===== src/core/vds_pkg.sv =====
/*
 Constants, field layouts and carrier types for the shared voice and data
 control register bank. Assumes a 32-bit APB master and a byte address
 equal to four times the register index.
*/
package vds_pkg;
  localparam int AW = 16;
  // Register indices; the byte address is four times the index
  localparam logic [11:0] IX_VOLUME = 12'h001;
  localparam logic [11:0] IX_CTRL = 12'h400;
  localparam logic [11:0] IX_MAXRATE = 12'h42A;
  localparam logic [11:0] IX_TW2L = 12'h42E;
  localparam logic [11:0] IX_TW2H = 12'h42F;
  localparam logic [11:0] IX_TW3L = 12'h430;
  localparam logic [11:0] IX_TW3H = 12'h431;
  localparam logic [11:0] IX_RW2L = 12'h432;
  localparam logic [11:0] IX_RW2H = 12'h433;
  localparam logic [11:0] IX_RW3L = 12'h434;
  localparam logic [11:0] IX_RW3H = 12'h435;
  localparam logic [11:0] IX_ENABLE = 12'h439;
  localparam logic [11:0] IX_GAIN = 12'h990;
  localparam logic [11:0] IX_RXSTAT = 12'hA35;
  localparam logic [11:0] IX_T1AMP = 12'hAB0;
  localparam logic [11:0] IX_T2AMP = 12'hAB2;
  localparam logic [11:0] IX_T1FREQ = 12'hBB0;
  localparam logic [11:0] IX_T2FREQ = 12'hBB2;
  localparam logic [11:0] IX_MODE = 12'h0F0;
  localparam logic [11:0] IX_CONFIGURATION_CODE = 12'h0F1;
  // Field layouts
  localparam logic [7:0] CTRL_MASK = 8'hE6;
  localparam int CTRL_SQUELCH = 2;
  localparam int CTRL_SYMRATE = 1;
  localparam int CTRL_HANDSET = 5;
  localparam logic [7:0] MAXRATE_MASK = 8'h17;
  localparam int MAXRATE_SIL = 4;
  localparam logic [7:0] ENABLE_MASK = 8'h03;
  localparam int ENABLE_HOST = 1;
  localparam logic [7:0] VOLUME_MASK = 8'hC0;
  localparam int VOLUME_LSB = 6;
  localparam int MODE_NEW_CONFIGURATION_STROBE = 0;
  localparam int MODE_RETRAIN_REQUEST = 1;
  localparam int MODE_RATE_RENEGOTIATE_REQUEST = 2;
  localparam int MODE_ARC = 3;
  localparam int RXSTAT_DATA_ONLY = 14;
  // Rate sequence words: fixed bits and enable positions
  localparam logic [7:0] W2H_BASE = 8'h09;
  localparam logic [7:0] W2L_BASE = 8'h11;
  localparam logic [7:0] W3L_BASE = 8'h91;
  localparam logic [7:0] W2H_RST = 8'h0D;
  localparam logic [7:0] W2L_RST = 8'h11;
  localparam logic [7:0] W3L_RST = 8'h93;
  localparam logic [7:0] W3H_RST = 8'h01;
  localparam int W2H_4800 = 2;
  localparam int W2H_9600 = 1;
  localparam int W2L_7200 = 6;
  localparam int W2L_12000 = 5;
  localparam int W2L_14400 = 3;
  localparam int W3L_SIL = 1;
  localparam logic [15:0] GAIN_RST = 16'hF000;
  localparam logic [15:0] GAIN_MAX = 16'hFC00;
  localparam logic [1:0] VOL_TONE_CAL = 2'h2;

  typedef enum logic [2:0] {
    VDS_R4800, VDS_R7200, VDS_R9600, VDS_R12000, VDS_R14400
  } vds_rate_e;

  typedef struct packed {
    logic on;
    logic to_handset;
    logic to_speaker;
    logic amp_valid;
    logic [15:0] freq1;
    logic [15:0] freq2;
    logic [15:0] amp1;
    logic [15:0] amp2;
  } vds_tone_s;

  typedef struct packed {
    logic [7:0] ctrl;
    logic [7:0] enable;
    logic [7:0] maxrate;
    logic [7:0] tw2l;
    logic [7:0] tw2h;
    logic [7:0] tw3l;
    logic [7:0] tw3h;
    logic [7:0] volume;
    logic [7:0] configuration_code;
    logic automatic_rate_negotiation;
    logic [15:0] gain;
    logic [15:0] t1amp;
    logic [15:0] t2amp;
    logic [15:0] t1freq;
    logic [15:0] t2freq;
  } vds_regs_s;
endpackage


===== src/core/vds_ctrl.sv =====
/*
 Shared voice and data control bank: APB register slave, rate sequence
 builder, tone generator control and speaker settings.
 Assumes an APB master on i_clk; line status pins are asynchronous and
 are synchronised here; the rx rate words come from the modem pump on
 the same clock.
*/
`timescale 1ns/1ns
module vds_ctrl
  import vds_pkg::*;
(
  input wire logic i_clk,
  input wire logic i_nrst,
  input wire logic i_psel,
  input wire logic i_penable,
  input wire logic i_pwrite,
  input wire logic [AW-1:0] i_paddr,
  input wire logic [31:0] i_pwdata,
  input wire logic i_remote_onhook,
  input wire logic i_rx_data_only,
  input wire logic i_connected,
  input wire logic i_dtr,
  input wire logic [31:0] i_rx_rate_words,
  output logic o_pready,
  output logic [31:0] o_prdata,
  output logic o_pslverr,
  output logic o_mute_to_remote,
  output logic o_voice_tx_en,
  output logic o_symbol_rate_3000,
  output logic o_silence_detect_en,
  output vds_rate_e o_vd_rate,
  output logic [7:0] o_data_only_cfg,
  output logic o_shared_mode,
  output logic o_auto_rate,
  output vds_tone_s o_tone,
  output logic o_spk_on,
  output logic [3:0] o_spk_atten_db,
  output logic [15:0] o_spk_gain,
  output logic o_spk_gain_active
);
  typedef struct packed {
    vds_regs_s regs;
    logic [3:0] sy1;
    logic [3:0] sy2;
    logic pready;
    logic [31:0] prdata;
    logic pslverr;
    logic voice_en;
    logic sil_en;
    vds_rate_e vd_rate;
    logic [7:0] data_cfg;
    logic shared;
    vds_tone_s tone;
    logic spk_on;
    logic [3:0] spk_db;
    logic gain_act;
  } vds_state_s;

  vds_state_s s_ff;
  vds_state_s nxt_s;

  localparam vds_regs_s REGS_RST = '{
    ctrl: 8'h00, enable: 8'h00, maxrate: 8'h00,
    tw2l: W2L_RST, tw2h: W2H_RST, tw3l: W3L_RST, tw3h: W3H_RST,
    volume: 8'h00, configuration_code: 8'h00, automatic_rate_negotiation: 1'b0, gain: GAIN_RST,
    t1amp: 16'h0000, t2amp: 16'h0000, t1freq: 16'h0000, t2freq: 16'h0000};

  function automatic vds_rate_e rate_of(input logic [2:0] c);
    case (c)
      3'h3: rate_of = VDS_R7200;
      3'h4: rate_of = VDS_R9600;
      3'h5: rate_of = VDS_R12000;
      3'h6, 3'h7: rate_of = VDS_R14400;
      default: rate_of = VDS_R4800;
    endcase
  endfunction

  // Silence detection cannot be turned off at the lowest rate code
  function automatic logic sil_of(input logic [7:0] m);
    sil_of = m[MAXRATE_SIL] | (m[2:0] == 3'h0);
  endfunction

  // Word 2 enables every rate up to the chosen maximum
  function automatic logic [15:0] word2_of(input logic [2:0] c);
    logic [7:0] hi;
    logic [7:0] lo;
    vds_rate_e r;
    r = rate_of(c);
    hi = W2H_BASE;
    lo = W2L_BASE;
    hi[W2H_4800] = 1'b1;
    lo[W2L_7200] = (r >= VDS_R7200);
    hi[W2H_9600] = (r >= VDS_R9600);
    lo[W2L_12000] = (r >= VDS_R12000);
    lo[W2L_14400] = (r >= VDS_R14400);
    word2_of = {hi, lo};
  endfunction

  logic [11:0] idx;
  logic aligned;
  logic acc;
  logic wr;
  assign idx = i_paddr[13:2];
  assign aligned = (i_paddr[1:0] == 2'h0) && (i_paddr[AW-1:14] == '0);
  assign acc = i_psel & i_penable & ~s_ff.pready;
  assign wr = i_psel & i_penable & i_pwrite & s_ff.pready & aligned;

  always_comb begin
    logic [31:0] rd;
    logic hit;
    logic new_configuration_strobe;
    logic retrain_request;
    logic rate_renegotiate_request;
    logic dtr;
    logic conn;
    logic [15:0] w2;
    rd = 32'h0000_0000;
    hit = 1'b1;
    new_configuration_strobe = 1'b0;
    retrain_request = 1'b0;
    rate_renegotiate_request = 1'b0;
    w2 = 16'h0000;
    dtr = s_ff.sy2[3];
    conn = s_ff.sy2[2];
    nxt_s = s_ff;
    nxt_s.sy1 = {i_dtr, i_connected, i_rx_data_only, i_remote_onhook};
    nxt_s.sy2 = s_ff.sy1;
    nxt_s.pready = acc;
    // Address decode, shared by read data and error answer
    if (idx == IX_VOLUME) begin
      rd[7:0] = s_ff.regs.volume;
    end else if (idx == IX_CTRL) begin
      rd[7:0] = s_ff.regs.ctrl;
    end else if (idx == IX_MAXRATE) begin
      rd[7:0] = s_ff.regs.maxrate;
    end else if (idx == IX_TW2L) begin
      rd[7:0] = s_ff.regs.tw2l;
    end else if (idx == IX_TW2H) begin
      rd[7:0] = s_ff.regs.tw2h;
    end else if (idx == IX_TW3L) begin
      rd[7:0] = s_ff.regs.tw3l;
    end else if (idx == IX_TW3H) begin
      rd[7:0] = s_ff.regs.tw3h;
    end else if (idx == IX_RW2L) begin
      rd[7:0] = i_rx_rate_words[7:0];
    end else if (idx == IX_RW2H) begin
      rd[7:0] = i_rx_rate_words[15:8];
    end else if (idx == IX_RW3L) begin
      rd[7:0] = i_rx_rate_words[23:16];
    end else if (idx == IX_RW3H) begin
      rd[7:0] = i_rx_rate_words[31:24];
    end else if (idx == IX_ENABLE) begin
      rd[7:0] = s_ff.regs.enable;
    end else if (idx == IX_GAIN) begin
      rd[15:0] = s_ff.regs.gain;
    end else if (idx == IX_RXSTAT) begin
      rd[RXSTAT_DATA_ONLY] = s_ff.sil_en & s_ff.sy2[1];
    end else if (idx == IX_T1AMP) begin
      rd[15:0] = s_ff.regs.t1amp;
    end else if (idx == IX_T2AMP) begin
      rd[15:0] = s_ff.regs.t2amp;
    end else if (idx == IX_T1FREQ) begin
      rd[15:0] = s_ff.regs.t1freq;
    end else if (idx == IX_T2FREQ) begin
      rd[15:0] = s_ff.regs.t2freq;
    end else if (idx == IX_MODE) begin
      rd[MODE_ARC] = s_ff.regs.automatic_rate_negotiation;
    end else if (idx == IX_CONFIGURATION_CODE) begin
      rd[7:0] = s_ff.regs.configuration_code;
    end else begin
      hit = 1'b0;
    end
    hit = hit & aligned;
    nxt_s.prdata = (acc && !i_pwrite && hit) ? rd : 32'h0000_0000;
    nxt_s.pslverr = acc & ~hit;
    if (wr) begin
      if (idx == IX_VOLUME) begin
        nxt_s.regs.volume = i_pwdata[7:0] & VOLUME_MASK;
      end else if (idx == IX_CTRL) begin
        nxt_s.regs.ctrl = i_pwdata[7:0] & CTRL_MASK;
      end else if (idx == IX_MAXRATE) begin
        nxt_s.regs.maxrate = i_pwdata[7:0] & MAXRATE_MASK;
      end else if (idx == IX_ENABLE) begin
        nxt_s.regs.enable = i_pwdata[7:0] & ENABLE_MASK;
      end else if (idx == IX_CONFIGURATION_CODE) begin
        nxt_s.regs.configuration_code = i_pwdata[7:0];
      end else if (idx == IX_MODE) begin
        nxt_s.regs.automatic_rate_negotiation = i_pwdata[MODE_ARC];
        new_configuration_strobe = i_pwdata[MODE_NEW_CONFIGURATION_STROBE];
        retrain_request = i_pwdata[MODE_RETRAIN_REQUEST];
        rate_renegotiate_request = i_pwdata[MODE_RATE_RENEGOTIATE_REQUEST];
      end else if (idx == IX_GAIN) begin
        // gain adjustable only while connected, capped
        if (conn) begin
          nxt_s.regs.gain = (i_pwdata[15:0] > GAIN_MAX) ?
            GAIN_MAX : i_pwdata[15:0];
        end
      end else if (idx == IX_T1AMP) begin
        nxt_s.regs.t1amp = i_pwdata[15:0];
      end else if (idx == IX_T2AMP) begin
        nxt_s.regs.t2amp = i_pwdata[15:0];
      end else if (idx == IX_T1FREQ) begin
        nxt_s.regs.t1freq = i_pwdata[15:0];
      end else if (idx == IX_T2FREQ) begin
        nxt_s.regs.t2freq = i_pwdata[15:0];
      end else if (dtr || s_ff.regs.maxrate == 8'h00) begin
        // zero max rate hands the masks to the host
        if (idx == IX_TW2L) begin
          nxt_s.regs.tw2l = i_pwdata[7:0];
        end else if (idx == IX_TW2H) begin
          nxt_s.regs.tw2h = i_pwdata[7:0];
        end else if (idx == IX_TW3L) begin
          nxt_s.regs.tw3l = i_pwdata[7:0];
        end else if (idx == IX_TW3H) begin
          nxt_s.regs.tw3h = i_pwdata[7:0];
        end
      end
    end
    // any strobe stops the tone generator
    if (new_configuration_strobe || retrain_request || rate_renegotiate_request) begin
      nxt_s.regs.t1amp = 16'h0000;
    end
    // new configuration rebuilds rate words 2 and 3
    // renegotiation applies a nonzero max rate
    if (new_configuration_strobe || (rate_renegotiate_request && s_ff.regs.maxrate != 8'h00)) begin
      w2 = word2_of(s_ff.regs.maxrate[2:0]);
      // word 2 enables from the rate field
      nxt_s.regs.tw2h = w2[15:8];
      nxt_s.regs.tw2l = w2[7:0];
      // word 3 carries the silence detection bit
      nxt_s.regs.tw3l = W3L_BASE;
      nxt_s.regs.tw3l[W3L_SIL] = sil_of(s_ff.regs.maxrate);
      nxt_s.regs.tw3h = W3H_RST;
      nxt_s.vd_rate = rate_of(s_ff.regs.maxrate[2:0]);
      nxt_s.sil_en = sil_of(s_ff.regs.maxrate);
    end
    if (new_configuration_strobe) begin
      nxt_s.shared = s_ff.regs.enable[ENABLE_HOST];
      nxt_s.data_cfg = s_ff.regs.configuration_code;
    end
    if (rate_renegotiate_request) begin
      // only the data-only rate follows the configuration
      nxt_s.data_cfg = s_ff.regs.configuration_code;
      nxt_s.regs.gain = GAIN_RST;
    end
    // tone runs in shared mode while the tone 1 amplitude is nonzero
    nxt_s.tone.on = s_ff.shared && (nxt_s.regs.t1amp != 16'h0000);
    // tones go to the selected earpiece path
    nxt_s.tone.to_handset = nxt_s.tone.on & nxt_s.regs.ctrl[CTRL_HANDSET];
    nxt_s.tone.to_speaker = nxt_s.tone.on & ~nxt_s.regs.ctrl[CTRL_HANDSET];
    // amplitude scale holds only at the calibration volume
    nxt_s.tone.amp_valid =
      nxt_s.regs.volume[VOLUME_LSB+:2] == VOL_TONE_CAL;
    // frequency and amplitude words pass unchanged to the pump
    nxt_s.tone.freq1 = nxt_s.regs.t1freq;
    nxt_s.tone.freq2 = nxt_s.regs.t2freq;
    nxt_s.tone.amp1 = nxt_s.regs.t1amp;
    nxt_s.tone.amp2 = nxt_s.regs.t2amp;
    nxt_s.voice_en = s_ff.shared & ~nxt_s.regs.ctrl[CTRL_SQUELCH] &
      ~nxt_s.tone.on;
    nxt_s.spk_on = nxt_s.regs.volume[VOLUME_LSB+:2] != 2'h0;
    case (nxt_s.regs.volume[VOLUME_LSB+:2])
      2'h2: nxt_s.spk_db = 4'h6;
      2'h3: nxt_s.spk_db = 4'hC;
      default: nxt_s.spk_db = 4'h0;
    endcase
    nxt_s.gain_act = conn;
  end

  always_ff @(posedge i_clk or negedge i_nrst) begin
    if (!i_nrst) begin
      s_ff <= '{regs: REGS_RST, vd_rate: VDS_R4800, sil_en: 1'b1,
        default: '0};
    end else begin
      s_ff <= nxt_s;
    end
  end

  assign o_pready = s_ff.pready;
  assign o_prdata = s_ff.prdata;
  assign o_pslverr = s_ff.pslverr;
  // squelch is sent to the far end as on-hook
  assign o_mute_to_remote = s_ff.regs.ctrl[CTRL_SQUELCH];
  assign o_voice_tx_en = s_ff.voice_en;
  assign o_symbol_rate_3000 = s_ff.regs.ctrl[CTRL_SYMRATE];
  assign o_silence_detect_en = s_ff.sil_en;
  assign o_vd_rate = s_ff.vd_rate;
  assign o_data_only_cfg = s_ff.data_cfg;
  assign o_shared_mode = s_ff.shared;
  assign o_auto_rate = s_ff.regs.automatic_rate_negotiation;
  assign o_tone = s_ff.tone;
  assign o_spk_on = s_ff.spk_on;
  assign o_spk_atten_db = s_ff.spk_db;
  assign o_spk_gain = s_ff.regs.gain;
  assign o_spk_gain_active = s_ff.gain_act;

  logic wr_mode;
  assign wr_mode = wr && idx == IX_MODE;
endmodule


===== config.mk =====
export PLATFORM = sky130hd
export DESIGN_NAME = vds_ctrl
export DESIGN_NICKNAME = d
export VERILOG_FILES = /design/src/core/vds_pkg.sv /design/src/core/vds_ctrl.sv
export SDC_FILE = /design/constraint.sdc
export NUM_CORES = 1
export LEC_CHECK = 0
export BUFFER_PORTS_ARGS = -buffer_cell sky130_fd_sc_hd__buf_2
export CAP_MARGIN = 20
export CORE_ASPECT_RATIO = 1.25
export CORE_MARGIN = 2
export CORE_UTILIZATION = 45
export CTS_CLUSTER_DIAMETER = 80
export DETAILED_ROUTE_END_ITERATION = 8
export PLACE_DENSITY = 0.68
export SLEW_MARGIN = 5
export SYNTH_ARGS = -nofsm -noshare
export SYNTH_HDL_FRONTEND = slang
export SYNTH_SLANG_ARGS = --single-unit

===== constraint.sdc =====
create_clock -name i_clk -period 4.45 [get_ports i_clk]
set_input_delay 0.89 -clock i_clk [delete_from_list [all_inputs] [get_ports i_clk]]
set_output_delay 0.89 -clock i_clk [all_outputs]
set_load 0.01 [all_outputs]

==> impl_metrics.py <==
metrics = {
    "outcome": {
        "status": "finished, final reports clean",
    },
    "timing": {
        "fmax_mhz": 294,
        "min_period_ps": 3400,
        "hold_viol_final": 0,
        "setup_viol": 0,
        "slew_viol_final": 0,
        "finalClockSkew_ps": 10.7,
        "whs_ps": 351,
        "maxSlewHeadroom": 0.335,
        "worst_pin_slew_ps": 988,
        "grt_setup_unrepaired": "false",
        "tns_ps": 0,
        "fin_crit_sh": 0.763,
    },
    "placement": {
        "hpwl_mm": 23.7,
        "io_buffer_count": 195,
        "place_area_um2": 10600,
        "gp_congestion": 0.966,
    },
    "power": {
        "power_leakage_nw": 5.77,
        "ir_worst_vdd_uv": 254,
        "combPwrFrac": 0.053,
        "switching_power_mw": 0.847,
        "intPower_mw": 2.54,
        "p_sw_frac": 0.250,
        "pwr-share-clk": 0.463,
        "power_frac_seq": 0.484,
        "report.power.total_mw": 3.39,
        "powerDensity_nw_per_um2": 301,
    },
    "synth": {
        "synth.avg_cell_area_um2": 10.5,
        "synth_edf_count": 0,
        "async_reset_ff_frac": 1.00,
        "synth_ff_type": "dfrtp_1",
        "synth_cells": 977,
        "ys_warn_count": 0,
        "syn_area_um2": 10200,
        "synth_seq_cells": 180,
        "yosysUniqueCellTypes": 87,
        "ys_seq_area_frac": 0.442,
    },
    "critical_path": {
        "ff2ff_setup_slack_ps": 1960,
        "crit_fanout": 19,
        "crit_arrival_ps": 3690,
        "critPathKind": "in2reg",
        "crit_required_ps": 4750,
        "cp-end-kind": "flip-flop",
        "path_cells": "buf_2 > or4_1 > nor3_2 > a211o_2 > nor3_1 > a2111o_1 > a311oi_1",
        "slowest_delay_ps": 780,
        "cp-start-kind": "primary input",
        "critical_path.slowest_cell": "or4_1",
    },
    "global_route": {
        "grt_pass1_vias": 8067,
        "grt_antenna_before_repair": 6,
        "grt_max_degree": 81,
        "grt_pass1_wl_mm": 49.0,
        "grt_overflow": 0,
        "grt_usage": 0.265,
    },
    "clocking": {
        "cts_buffers": 17,
        "path_clk_slew_ps": 70,
        "insertion_delay_ps": 430,
        "htreeDepth": 4,
        "cts-root-buf": "clkbuf_16",
        "cts_buffer_depth": 2,
        "clock-sinks": 180,
        "cts_setup_buffers": 0,
        "cts_tree": "yes",
        "cts-hold-fix-buffers": 0,
        "cts-resized-gates": 0,
    },
    "cells_and_area": {
        "postLayoutCoreUtil": 0.505,
        "final_layout_size_suffix_gt1_frac": 0.363,
        "fin_area_um2": 11300,
        "syn_to_final_growth_pct": 10.0,
        "final_nets": 1139,
    },
    "die": {
        "core_area_um2": 22300,
        "die_h_um": 173,
        "die_w_um": 139,
        "pin_count": 230,
        "dieArea_um2": 24000,
        "start_util": 0.459,
        "num_rows": 61,
    },
    "detailed_routing": {
        "drc": 0,
        "vias": 8043,
        "wl_mm": 32.1,
        "vias_per_cell": 5.95,
        "dr.pass1.iters": 7,
        "wire_per_inst_um": 23.7,
        "antenna_left": 0,
        "drtIter0Drc": 651,
    },
    "worst_hold_path": {
        "hp-class": "reg2reg",
    },
    "flow_run": {
        "cap_violations": 0,
    },
}
layout by cell type, fill, tap and decap left out, types with 10 or more instances in the layout:
cell | netlist | routed
nor2_1 | 66 | 66
nor3_1 | 21 | 21
a21oi_1 | 32 | 32
dfstp_2 | 15 | 15
mux2_4 | 10 | 10
nor4_1 | 13 | 13
mux2_2 | 63 | 63
nand2_1 | 70 | 70
conb_1 | 1 | 17
and2_1 | 10 | 10
o21ai_2 | 14 | 14
nand3_1 | 24 | 24
dfrtp_1 | 165 | 165
buf_2 | 11 | 194
buf_4 | 133 | 33
clkbuf_16 | 0 | 17
and3_1 | 15 | 15
a22oi_1 | 11 | 11
o21ai_0 | 18 | 18
inv_1 | 11 | 11
mux2i_1 | 48 | 48
mux2_1 | 10 | 10
synthesized netlist by cell type (7+ instances only):
library cell | instances | area share
and4_1 | 8 | 0.0068
and3_1 | 15 | 0.0092
mux2_1 | 10 | 0.011
mux2_2 | 63 | 0.069
nor2_1 | 66 | 0.024
dfstp_2 | 15 | 0.039
a22oi_1 | 11 | 0.0081
o21ai_0 | 18 | 0.0088
mux2i_1 | 48 | 0.047
nor4_1 | 13 | 0.0079
inv_1 | 11 | 0.0040
a32oi_1 | 7 | 0.0060
mux2_4 | 10 | 0.015
buf_2 | 11 | 0.0054
a211oi_1 | 9 | 0.0066
a21oi_1 | 32 | 0.016
buf_4 | 133 | 0.098
clkbuf_1 | 41 | 0.015
dfrtp_1 | 165 | 0.40
nand2_1 | 70 | 0.026
nor3_1 | 21 | 0.010
and2_1 | 10 | 0.0061
nand3_1 | 24 | 0.012
o21ai_2 | 14 | 0.012
a222oi_1 | 9 | 0.0088
a221oi_1 | 7 | 0.0060
routing by layer:
layer | wire [µm] | track usage | up-vias
met5 | 26 | 0 | -
met4 | 1430 | 0.119 | 4
met3 | 2450 | 0.0582 | 79
met2 | 15600 | 0.436 | 396
met1 | 12600 | 0.335 | 3981
li1 | - | - | 3583
cells by family after synthesis:
logic type                after synthesis  synth area share
AOI/OAI and AO/OA                     169             0.124
xor gates and xnor gates                1          0.000856
buffers and inverters                 203             0.130
DFF                                   180             0.442
muxes                                 131             0.142
other                                   1          0.000366
and+or+nand+nor                       292             0.162
registers in the layout, summed over array words and instances, names as in the netlist:
register	flops
nxt_s	4
o_pslverr	1
o_silence_detect_en	1
o_tone	68
o_data_only_cfg	8
o_spk_gain	16
o_spk_on	1
o_auto_rate	1
o_vd_rate	3
o_prdata	16
o_mute_to_remote	1
o_pready	1
o_symbol_rate_3000	1
o_spk_gain_active	1
s_ff	53
o_spk_atten_db	2
o_shared_mode	1
o_voice_tx_en	1
metrics by stage:
step / std cells / setup slack, ps
3_5_place_dp: 1314 / 698
5_1_grt: 1347 / 996
3_3_place_gp: 1314 / 671
4_1_cts: 1346 / 1120
2_1_floorplan: 993 / 1140
6_report: 1351 / 1050
power groups by stage:
stage / registers, mW / logic (mW) / clock network (mW)
4_1_cts: 1.64 / 0.178 / 1.60
2_1_floorplan: 1.67 / 0.0762 / 0
5_1_grt: 1.64 / 0.194 / 1.66
3_5_place_dp: 1.67 / 0.178 / 0
6_report: 1.64 / 0.179 / 1.57
3_3_place_gp: 1.67 / 0.177 / 0
worst max-delay path: cells and delay by family:
family,cells,cell delay [ps]
compound gates,3,1220
buf+inv,1,220
simple gates,3,1350
path summary, 6_finish.rpt:
path,from,endpoint,cells past startpoint
worst max-delay path,i_paddr[4],o_prdata[1],7
worst min-delay path,nxt_s[123],s_ff[123],0
worst max register to register,o_pready,o_tone[51],7
worst min register to register,nxt_s[123],s_ff[123],0
max in group asynchronous,i_nrst,o_silence_detect_en,2
min in group asynchronous,i_nrst,o_tone[10],1
layout make-up:
| cell class | count | area [µm²] |
|---|---|---|
| fill | 2007 | 11000 |
| clock inverter | 15 | 188 |
| antenna | 5 | 12.5 |
| inverter | 11 | 41.3 |
| clock buffer | 17 | 425 |
| tap | 283 | 354 |
| multi-input combinational | 610 | 4450 |
| timing repair buffer | 230 | 1270 |
| sequential | 180 | 4520 |
Power figures use the tool's default switching activity.
